`config.mk`:
```
export PLATFORM = sky130hd
export DESIGN_NAME = clic_dev_end_flat
export DESIGN_NICKNAME = d
export VERILOG_FILES = /design/src/rtl/clic_pkg.sv /design/src/rtl/clic_io_if.sv /design/src/rtl/clic_req_sampler.sv /design/src/rtl/clic_dev_end.sv /design/src/flat_wrapper.sv
export VERILOG_INCLUDE_DIRS = /design/src /design/src/rtl
export SDC_FILE = /design/constraint.sdc
export NUM_CORES = 1
export LEC_CHECK = 0
export BUFFER_PORTS_ARGS = -buffer_cell sky130_fd_sc_hd__buf_2
export CAP_MARGIN = 10
export CORE_MARGIN = 10
export CORE_UTILIZATION = 25
export DETAILED_ROUTE_END_ITERATION = 16
export HOLD_SLACK_MARGIN = 0.1
export PLACE_DENSITY = 0.37
export SLEW_MARGIN = 20
export SYNTH_ARGS = -nofsm -noshare
export SYNTH_HDL_FRONTEND = slang
export SYNTH_SLANG_ARGS = --single-unit
```
`constraint.sdc`:
```
create_clock -name clock -period 7.6 [get_ports clock]
set_input_delay 1.52 -clock clock [delete_from_list [all_inputs] [get_ports clock]]
set_output_delay 1.52 -clock clock [all_outputs]
set_load 0.05 [all_outputs]
```
`src/rtl/clic_defines.svh`:
```
// constants for the cascaded legacy interrupt controller pair
`ifndef CLIC_DEFINES_SVH
`define CLIC_DEFINES_SVH
`define CLIC_M_EVEN     16'h0020
`define CLIC_M_ODD      16'h0021
`define CLIC_S_EVEN     16'h00A0
`define CLIC_S_ODD      16'h00A1
`define CLIC_LVL_LO     16'h04D0
`define CLIC_LVL_HI     16'h04D1
`define CLIC_LVL_RSVD   8'h05
`define CLIC_INIT_BIT   4
`define CLIC_SEL_HI     4
`define CLIC_SEL_LO     3
`define CLIC_SEL_OPERATION_WORD_TWO   2'h0
`define CLIC_SEL_OPERATION_WORD_THREE   2'h1
`define CLIC_CODE_HI    7
`define CLIC_CODE_LO    5
`define CLIC_EOI_NS     3'h1
`define CLIC_EOI_SP     3'h3
`define CLIC_EOI_RNS    3'h5
`define CLIC_EOI_RSP    3'h7
`define CLIC_LEVEL_HI   2
`define CLIC_VEC_HI     7
`define CLIC_VEC_LO     3
`define CLIC_POLL_BIT   2
`define CLIC_RR_BIT     1
`define CLIC_RIS_BIT    0
`define CLIC_CASC_LINE  3'h2
`define CLIC_SPURIOUS   3'h7
`define CLIC_BYTE_RST   8'h00
`define CLIC_REG_CMD    8'h00
`define CLIC_REG_STAT   8'h04
`define CLIC_REG_VBASE  8'h08
`define CLIC_CMD_WR     24
`define CLIC_CMD_RD     25
`define CLIC_CMD_INTA   26
`define CLIC_CMD_INIT   27
`define CLIC_INIT_WORD_ONE_VAL   8'h11
`define CLIC_MASTER_CASCADE_LINES_VAL  8'h04
`define CLIC_SLAVE_CASCADE_NUMBER_VAL  8'h02
`define CLIC_INIT_WORD_FOUR_VAL   8'h01
`define CLIC_VBASE_RST  16'h7008
`define CLIC_INIT_LAST  3'h7
`define CLIC_RESP_OKAY  2'h0
`define CLIC_RESP_ERR   2'h2
`endif

```
`src/rtl/clic_pkg.sv`:
```
// shared types of the interrupt controller pair
package clic_pkg;
   typedef enum logic [1:0] {
      ST_RUN = 2'b00,
      ST_W2  = 2'b01,
      ST_W3  = 2'b10,
      ST_W4  = 2'b11
   } clic_step_t;
   typedef enum logic [1:0] {
      H_IDLE  = 2'b00,
      H_ISSUE = 2'b01,
      H_WAIT  = 2'b10
   } clic_host_t;
endpackage

```
`src/rtl/clic_io_if.sv`:
```
// io port and acknowledge link between host and controller pair
`timescale 1ns/1ps
`default_nettype none
interface clic_io_if;
   logic [15:0] ioAddr;   // io port address
   logic [7:0]  ioWdata;  // write byte
   logic        ioWr;     // write strobe
   logic        ioRd;     // read strobe
   logic        intaReq;  // interrupt acknowledge strobe
   logic        ioAck;    // answer strobe
   logic [7:0]  ioRdata;  // read byte or vector
   logic        intr;     // interrupt to processor
   modport dev  (input ioAddr, ioWdata, ioWr, ioRd, intaReq,
                 output ioAck, ioRdata, intr);
   modport host (output ioAddr, ioWdata, ioWr, ioRd, intaReq,
                 input ioAck, ioRdata, intr);
endinterface
`default_nettype wire

```
`src/rtl/clic_req_sampler.sv`:
```
// synchroniser and edge detector for request pins
`timescale 1ns/1ps
`default_nettype none
module clic_req_sampler #(
   parameter int W = 8
) (
   input  wire logic         clock,  // system clock
   input  wire logic         rst_b,  // sync reset, low
   input  wire logic [W-1:0] pin,    // raw request pins
   output logic      [W-1:0] rise,   // rising edge seen
   output logic      [W-1:0] low     // pin held low
);
   logic [W-1:0] sync1_q;
   logic [W-1:0] sync2_q;
   logic [W-1:0] prev_q;

   // two stages before any logic looks at a pin
   always_ff @(posedge clock) begin
      if (!rst_b) begin
         sync1_q <= '0;
         sync2_q <= '0;
         prev_q  <= '0;
      end else begin
         sync1_q <= pin;
         sync2_q <= sync1_q;
         prev_q  <= sync2_q;
      end
   end

   // registered so request data leave from flip-flops
   always_ff @(posedge clock) begin
      if (!rst_b) begin
         rise <= '0;
         low  <= '0;
      end else begin
         rise <= sync2_q & ~prev_q;
         low  <= ~sync2_q;
      end
   end
endmodule
`default_nettype wire

```
`src/rtl/clic_dev_end.sv`:
```
// master and slave legacy interrupt controllers, io port end
//
// Functional notes
// - master on ports 20h/21h, lines 0-7
// - slave on ports A0h/A1h, lines 8-15
// - even write, bit 4 set: start init
// - bits 4:3 00 op word two, 01 three
// - software sends init words two-four in order
// - vector bits 7:3, spacing bit ignored
// - trigger bit ignored; level select decides
// - first word: cascade, fourth word needed
// - master cascade lines always 04h
// - slave cascade number always 02h
// - fourth word bits 7:5 zero
// - nested bit low, unbuffered mode
// - automatic end bit ignored, explicit end
// - processor mode bit ignored, x86 mode
// - per-controller mask; master line 2 masks slave
// - op word two: nonspecific/specific end
// - read select request/in-service, poll acknowledge
// - low select bit edge, high level-low
`timescale 1ns/1ps
`default_nettype none
`include "clic_defines.svh"
module clic_dev_end (
   input  wire logic        clock,   // system clock
   input  wire logic        rst_b,   // sync reset, low
   clic_io_if.dev           io,      // io port link
   input  wire logic [15:0] irqPin   // request pins
);
   clic_pkg::clic_step_t step_q [2];
   logic [7:0]  imr_q [2];
   logic [7:0]  isr_q [2];
   logic [7:0]  edg_q [2];
   logic [4:0]  base_q [2];
   logic [1:0]  readIs_q;
   logic [1:0]  poll_q;
   logic [15:0] lvlSel_q;
   logic [15:0] rise;
   logic [15:0] low;
   logic [7:0]  irr [2];
   logic [7:0]  pend [2];
   logic [2:0]  reqIdx [2];
   logic [2:0]  isIdx [2];
   logic [1:0]  reqHit;
   logic [1:0]  isHit;
   logic [1:0]  want;
   logic [1:0]  hitC;
   logic [1:0]  wrEven;
   logic [1:0]  wrOdd;
   logic [1:0]  rdEven;
   logic [1:0]  pollRd;
   logic [1:0]  ack;
   logic        casc;
   logic [7:0]  vector;
   logic [2:0]  code;

   // lowest set bit wins: line 0 is highest priority
   function automatic logic [3:0] first(input logic [7:0] v);
      logic [3:0] r;
      r = 4'h0;
      for (int i = 7; i >= 0; i--) begin
         if (v[i]) begin
            r = {1'b1, 3'(i)};
         end
      end
      return r;
   endfunction

   clic_req_sampler #(.W(16)) u_samp (
      .clock (clock),
      .rst_b (rst_b),
      .pin   (irqPin),
      .rise  (rise),
      .low   (low)
   );

   // port decode per controller
   always_comb begin
      hitC[0] = io.ioAddr[15:1] == `CLIC_M_EVEN >> 1;
      hitC[1] = io.ioAddr[15:1] == `CLIC_S_EVEN >> 1;
      for (int c = 0; c < 2; c++) begin
         wrEven[c] = io.ioWr & hitC[c] & ~io.ioAddr[0];
         wrOdd[c]  = io.ioWr & hitC[c] & io.ioAddr[0];
         rdEven[c] = io.ioRd & hitC[c] & ~io.ioAddr[0];
         pollRd[c] = rdEven[c] & poll_q[c];
      end
   end

   // request, pending and priority resolution
   always_comb begin
      for (int c = 0; c < 2; c++) begin
         irr[c] = (lvlSel_q[c*8 +: 8] & low[c*8 +: 8])
                | (~lvlSel_q[c*8 +: 8] & edg_q[c]);
      end
      // slave output enters master line 2
      {reqHit[1], reqIdx[1]} = first(irr[1] & ~imr_q[1]);
      {isHit[1], isIdx[1]}   = first(isr_q[1]);
      want[1] = reqHit[1] & (~isHit[1] | (reqIdx[1] < isIdx[1]));
      irr[0][`CLIC_CASC_LINE] = want[1];
      for (int c = 0; c < 2; c++) begin
         pend[c] = irr[c] & ~imr_q[c];
      end
      {reqHit[0], reqIdx[0]} = first(pend[0]);
      {isHit[0], isIdx[0]}   = first(isr_q[0]);
      want[0] = reqHit[0] & (~isHit[0] | (reqIdx[0] < isIdx[0]));
      casc = want[0] & (reqIdx[0] == `CLIC_CASC_LINE);
      ack[0] = io.intaReq | pollRd[0];
      ack[1] = (io.intaReq & casc) | pollRd[1];
      // cascaded acknowledge takes the slave vector
      if (casc) begin
         vector = {base_q[1], reqIdx[1]};
      end else if (want[0]) begin
         vector = {base_q[0], reqIdx[0]};
      end else begin
         vector = {base_q[0], `CLIC_SPURIOUS};
      end
      code = io.ioWdata[`CLIC_CODE_HI:`CLIC_CODE_LO];
   end

   // init sequence, vector base, mask and read mode
   always_ff @(posedge clock) begin
      if (!rst_b) begin
         for (int c = 0; c < 2; c++) begin
            step_q[c] <= clic_pkg::ST_RUN;
            imr_q[c]  <= `CLIC_BYTE_RST;
            base_q[c] <= '0;
         end
         readIs_q <= '0;
         poll_q   <= '0;
      end else begin
         for (int c = 0; c < 2; c++) begin
            if (pollRd[c]) begin
               poll_q[c] <= 1'b0;
            end
            if (wrEven[c] && io.ioWdata[`CLIC_INIT_BIT]) begin
               // only bit 4 matters; 7:5, 3, 2 are dropped
               step_q[c]   <= clic_pkg::ST_W2;
               imr_q[c]    <= `CLIC_BYTE_RST;
               readIs_q[c] <= 1'b0;
               poll_q[c]   <= 1'b0;
            end else if (wrEven[c] && io.ioWdata[`CLIC_SEL_HI:
                         `CLIC_SEL_LO] == `CLIC_SEL_OPERATION_WORD_THREE) begin
               if (io.ioWdata[`CLIC_RR_BIT]) begin
                  readIs_q[c] <= io.ioWdata[`CLIC_RIS_BIT];
               end
               poll_q[c] <= io.ioWdata[`CLIC_POLL_BIT];
            end
            if (wrOdd[c]) begin
               unique case (step_q[c])
                  clic_pkg::ST_W2: begin
                     base_q[c] <= io.ioWdata[`CLIC_VEC_HI:`CLIC_VEC_LO];
                     step_q[c] <= clic_pkg::ST_W3;
                  end
                  // cascade wiring is fixed, so the word is dropped
                  clic_pkg::ST_W3: step_q[c] <= clic_pkg::ST_W4;
                  // end and processor mode bits have no effect
                  clic_pkg::ST_W4: begin
                     step_q[c] <= clic_pkg::ST_RUN;
                  end
                  clic_pkg::ST_RUN: imr_q[c] <= io.ioWdata;
               endcase
            end
         end
      end
   end

   // edge latches and in-service; a set beats a same-cycle clear
   always_ff @(posedge clock) begin
      if (!rst_b) begin
         for (int c = 0; c < 2; c++) begin
            edg_q[c] <= `CLIC_BYTE_RST;
            isr_q[c] <= `CLIC_BYTE_RST;
         end
      end else begin
         for (int c = 0; c < 2; c++) begin
            logic [7:0] isClr;
            logic [7:0] isSet;
            isClr = '0;
            isSet = '0;
            if (ack[c] && want[c]) begin
               isSet[reqIdx[c]] = 1'b1;
            end
            if (wrEven[c] && !io.ioWdata[`CLIC_INIT_BIT] &&
                io.ioWdata[`CLIC_SEL_HI:`CLIC_SEL_LO] ==
                `CLIC_SEL_OPERATION_WORD_TWO) begin
               // rotation is not offered, so rotating ends act plain
               if ((code == `CLIC_EOI_NS || code == `CLIC_EOI_RNS)
                   && isHit[c]) begin
                  isClr[isIdx[c]] = 1'b1;
               end else if (code == `CLIC_EOI_SP ||
                            code == `CLIC_EOI_RSP) begin
                  isClr[io.ioWdata[`CLIC_LEVEL_HI:0]] = 1'b1;
               end
            end
            isr_q[c] <= (isr_q[c] & ~isClr) | isSet;
            edg_q[c] <= (edg_q[c] & ~isSet) | rise[c*8 +: 8];
         end
      end
   end

   // level select register, reserved lines stay edge
   always_ff @(posedge clock) begin
      if (!rst_b) begin
         lvlSel_q <= '0;
      end else if (io.ioWr && io.ioAddr == `CLIC_LVL_LO) begin
         lvlSel_q[7:0] <= io.ioWdata & ~`CLIC_LVL_RSVD;
      end else if (io.ioWr && io.ioAddr == `CLIC_LVL_HI) begin
         lvlSel_q[15:8] <= io.ioWdata;
      end
   end

   // one-cycle answer with registered data
   always_ff @(posedge clock) begin
      if (!rst_b) begin
         io.ioAck   <= 1'b0;
         io.ioRdata <= `CLIC_BYTE_RST;
         io.intr    <= 1'b0;
      end else begin
         io.ioAck <= io.ioWr | io.ioRd | io.intaReq;
         io.intr  <= want[0];
         if (io.intaReq) begin
            io.ioRdata <= vector;
         end else if (pollRd[0] || pollRd[1]) begin
            io.ioRdata <= pollRd[1] ? {want[1], 4'h0, reqIdx[1]}
                                    : {want[0], 4'h0, reqIdx[0]};
         end else if (rdEven[0] || rdEven[1]) begin
            io.ioRdata <= rdEven[1] ? (readIs_q[1] ? isr_q[1] : irr[1])
                                    : (readIs_q[0] ? isr_q[0] : irr[0]);
         end else if (io.ioRd && io.ioAddr == `CLIC_M_ODD) begin
            io.ioRdata <= imr_q[0];
         end else if (io.ioRd && io.ioAddr == `CLIC_S_ODD) begin
            io.ioRdata <= imr_q[1];
         end else if (io.ioRd && io.ioAddr == `CLIC_LVL_LO) begin
            io.ioRdata <= lvlSel_q[7:0];
         end else if (io.ioRd && io.ioAddr == `CLIC_LVL_HI) begin
            io.ioRdata <= lvlSel_q[15:8];
         end else if (io.ioRd) begin
            io.ioRdata <= `CLIC_BYTE_RST;
         end
      end
   end
endmodule
`default_nettype wire

```
`src/flat_wrapper.sv`:
```
// flat-port wrapper written by rule: the top's interface ports become plain ports
module clic_dev_end_flat 
  (clock, rst_b, irqPin, io_ioAddr, io_ioWdata, io_ioWr, io_ioRd, io_intaReq, io_ioAck, io_ioRdata, io_intr);
  clic_io_if io_i ();
  input  wire logic clock;
  input  wire logic rst_b;
  input  wire logic [15:0] irqPin;
  input wire logic [$bits(io_i.ioAddr)-1:0] io_ioAddr;
  input wire logic [$bits(io_i.ioWdata)-1:0] io_ioWdata;
  input wire logic [$bits(io_i.ioWr)-1:0] io_ioWr;
  input wire logic [$bits(io_i.ioRd)-1:0] io_ioRd;
  input wire logic [$bits(io_i.intaReq)-1:0] io_intaReq;
  output wire logic [$bits(io_i.ioAck)-1:0] io_ioAck;
  output wire logic [$bits(io_i.ioRdata)-1:0] io_ioRdata;
  output wire logic [$bits(io_i.intr)-1:0] io_intr;
  assign io_i.ioAddr = io_ioAddr;
  assign io_i.ioWdata = io_ioWdata;
  assign io_i.ioWr = io_ioWr;
  assign io_i.ioRd = io_ioRd;
  assign io_i.intaReq = io_intaReq;
  assign io_ioAck = io_i.ioAck;
  assign io_ioRdata = io_i.ioRdata;
  assign io_intr = io_i.intr;
  clic_dev_end u_core (.clock(clock), .rst_b(rst_b), .io(io_i), .irqPin(irqPin));
endmodule
```
==> flow_summary_export.csv <==
group,metric,value,unit
synthesis,ys_seq_area_frac,0.481,
grt,grt_pass1_vias,5915,
worst_hold_path,hold_path_depth,1,
clocking,clock_latency,0.44,ns
die,core.rowCount,62,
worst_setup_path,path_max_fanout,12,
power,p_sw,597,uW
die,initial_core_util,0.256,
synthesis,synth_area_leader_cell,"dfxtp_1",
drt,met3WireLength,907,um
power,power_switching_share,0.295,
power,power_density,234,nW/um^2
drt,viasPerCell,4.81,
sta,period_minus_slack,5.87,ns
sta,worst_pin_slew,1.05,ns
clocking,cts_resized,0,
worst_setup_path,r2r_slack,1.73,ns
cells_and_area,fin_util,0.299,
worst_hold_path,hold_path_end,"u_core.u_samp.rise[7]",
place,gp_congestion,0.874,
drt,top_layer_used,"met5",
sta,slew_violations,0,
synthesis,syn_area,7410,sq um
worst_setup_path,cp-end-kind,"flip-flop",
worst_hold_path,worstHoldPathType,"flip-flop to flip-flop",
power,internal_power,1430,uW
die,die_area,36900,sq um
grt,grt_pass1_wl,37600,um
synthesis,synth_edf_count,30,
place,io_buffer_count,53,
sta,fin_crit_sh,0.773,
power,power_frac_comb,0.104,
grt,antenna_found_initial,3,
drt,routed-wl-met2,11800,um
die,core,28900,sq um
synthesis,synth-seq-cells,163,
die,io_pins,55,
drt,drt_iter0_drc,399,
drt,wl_per_cell,20.5,um
flow_run,maxCapViolCount,0,
sta,setup_viol,0,
drt,drc,0,
worst_setup_path,r2r_end,"u_core.edg_q[0][13]",
sta,worst_slack,1.73,ns
sta,max_freq,170,MHz
synthesis,synth_top_area_share,0.359,
synthesis,netlist_top_cells_area,"dfxtp_1, edfxtp_1, and2_1, mux2i_1, nor2_1",
drt,drt_first_pass_iters,5,
die,chipHeight,192,um
power,p_leak,0.00321,uW
power,seq_power_share,0.458,
clocking,clock_sinks,163,
synthesis,synthCells,795,
drt,drt-met1-wl,12300,um
worst_setup_path,start_kind,"flip-flop",
grt,grt_usage,0.138,
drt,ant_nets,0,
drt,drt-total-wl,25300,um
sta,setup_tns,0,ns
clocking,clockBufferDepth,2,
clocking,root_buffer,"clkbuf_16",
clocking,cts_hold_buf,0,
grt,grt_max_degree,47,
die,die_width,192,um
sta,max_slew_margin,0.293,
grt,grt_overflow,0,
cells_and_area,drive_gt1_frac,0.147,
cells_and_area,antenna_cells,0,
clocking,cts_tree,"done",
sta,hold_violations,0,
synthesis,synth.distinct_cells,73,
worst_setup_path,regToRegStartpoint,"u_core.lvlSel_q[15]",
cells_and_area,nets,888,
clocking,cts.clk_slew.worst_paths,0.08,ns
clocking,h-tree-depth,4,
power,ir_drop,0.000141,V
synthesis,ys_warn_count,0,
synthesis,avgSynthCellArea,9.32,sq um
clocking,cts_setup_buffers,0,
place,hpwl,18900,um
power,pwr-share-clk,0.438,
synthesis,async_reset_ff_frac,0,
clocking,cts_buffers,17,
sta,rsz0062_at_grt,"no",
worst_setup_path,arrival,6.15,ns
status,status,"completed",
synthesis,synth_nets,844,
cells_and_area,area_growth,16.8,%
drt,vias,5942,
place,pre_cts_slack,1.72,ns
synthesis,synth_flop_cell,"dfxtp_1",
worst_setup_path,worst_ep_required_time,7.87,ns
worst_setup_path,worstSetupPathType,"flip-flop to flip-flop",
sta,clock_skew,0.0135,ns
worst_setup_path,reg2regPathDepth,21,
worst_hold_path,min_from,"u_core.u_samp.prev_q[7]",
## registers in the layout, indices dropped and copies added (netlist names)
register	flops
u_core.readIs_q	2
u_core.io.ioAck	1
u_core.base_q	10
u_core.imr_q	16
u_core.io.ioRdata	8
u_core.u_samp.low	14
u_core.edg_q	15
u_core.u_samp.prev_q	15
u_core.step_q	4
u_core.isr_q	16
u_core.u_samp.sync2_q	15
u_core.u_samp.rise	15
u_core.u_samp.sync1_q	15
u_core.io.intr	1
u_core.lvlSel_q	14
u_core.poll_q	2
## stage by stage
step | hold slack, ns | std cells | total power, uW | cell area, sq um
floorplan | 0.367 | 795 | 1080 | 7410
global placement | 0.371 | 1204 | 1160 | 8050
detailed placement | 0.371 | 1204 | 1160 | 8050
CTS | 0.374 | 1236 | 2050 | 8650
global route | 0.390 | 1236 | 2110 | 8650
finish | 0.375 | 1236 | 2030 | 8650
## power by group through the flow
| stage | Combinational [uW] | Clock [uW] | Sequential, uW |
|---|---|---|---|
| floorplan | 127 | 0 | 957 |
| global placement | 212 | 0 | 949 |
| detailed placement | 211 | 0 | 950 |
| CTS | 212 | 913 | 929 |
| global route | 228 | 951 | 932 |
| finish | 211 | 887 | 929 |
## how the worst max path moves through the flow
stage	start	endpoint	slack [ns]	depth (start not counted)
finish	u_core.lvlSel_q[15]	u_core.edg_q[0][13]	1.73	21
global route	u_core.lvlSel_q[15]	u_core.edg_q[0][13]	1.27	19
CTS	u_core.lvlSel_q[15]	u_core.edg_q[0][13]	1.67	20
detailed placement	u_core.lvlSel_q[15]	u_core.edg_q[0][13]	1.72	20
global placement	u_core.lvlSel_q[15]	u_core.edg_q[0][13]	1.77	20
floorplan	u_core.lvlSel_q[11]	u_core.edg_q[0][13]	3.43	19
## cells by family (layout without fill, tap and decap cells)
family                     Yosys count  in the layout  share of synthesized area
and+or+nand+nor                    338            338                      0.251
xor gates and xnor gates             1              1                    0.00118
muxes                               37             37                     0.0507
buffers and inverters               46            103                     0.0243
AOI/OAI and AO/OA                  206            206                      0.185
adders and majority gates            4              4                    0.00676
DFF                                163            163                      0.481
## Yosys cell counts (all sizes together) (4+ instances only)
library cell,count
a211oi,6
a21o,5
a21oi,55
a221oi,5
a22o,4
a31oi,11
and2,76
and3,4
clkbuf,28
dfxtp,133
edfxtp,30
ha,4
inv,14
mux2i,36
nand2,40
nand2b,8
nand3,26
nand4,10
nor2,94
nor2b,20
nor3,27
nor3b,6
nor4,12
o211ai,4
o21a,11
o21ai,59
o21ba,4
o22ai,10
o31ai,9
or2,10
## area by class of cell
class	instances	area [sq um]
Fill cell	3084	20300
Clock buffer	18	439
Inverter	15	56.3
Multi-Input combinational cell	586	3660
Sequential cell	163	3560
Tap cell	384	480
Clock inverter	14	160
Timing Repair Buffer	56	288
## layer usage
metal,GRT usage,vias up
li1,-,2959
met1,0.188,2836
met2,0.218,126
met3,0.0267,19
met4,0.0340,2
met5,0,-
## worst max-delay path: stages (launching register included)
cell	delay, ns
dfxtp_1	0.42
mux2i_1	0.43
o22ai_1	0.25
nor2b_1	0.23
o31ai_1	0.77
inv_1	0.10
ha_1	0.31
o21a_1	0.11
o21ai_0	0.06
a21o_1	0.23
o21a_4	0.29
a21oi_2	0.27
inv_1	0.13
ha_1	0.21
a21oi_1	0.17
a21oi_2	0.09
nor2_1	0.16
o21ai_1	0.17
o31ai_1	0.32
nor3b_2	0.52
and2_1	0.34
a31oi_1	0.11
## cell usage in the layout, fill, tap and decap left out, types with 5 or more instances in the layout
master / count
a31oi_1: 11
o22ai_1: 10
nand3_1: 26
nor3b_1: 5
nand2_1: 39
a211oi_1: 5
and2_1: 76
or2_2: 7
dfxtp_1: 133
edfxtp_1: 30
o21a_1: 10
mux2i_1: 36
a21o_1: 5
nor4_1: 6
nand4_1: 9
a221oi_1: 5
o21ai_0: 57
inv_1: 13
a21oi_1: 51
nor3_1: 24
o31ai_1: 9
nor2b_1: 20
buf_2: 53
clkbuf_16: 17
nand2b_1: 8
nor2_1: 92
Power figures use the tool's default switching activity.
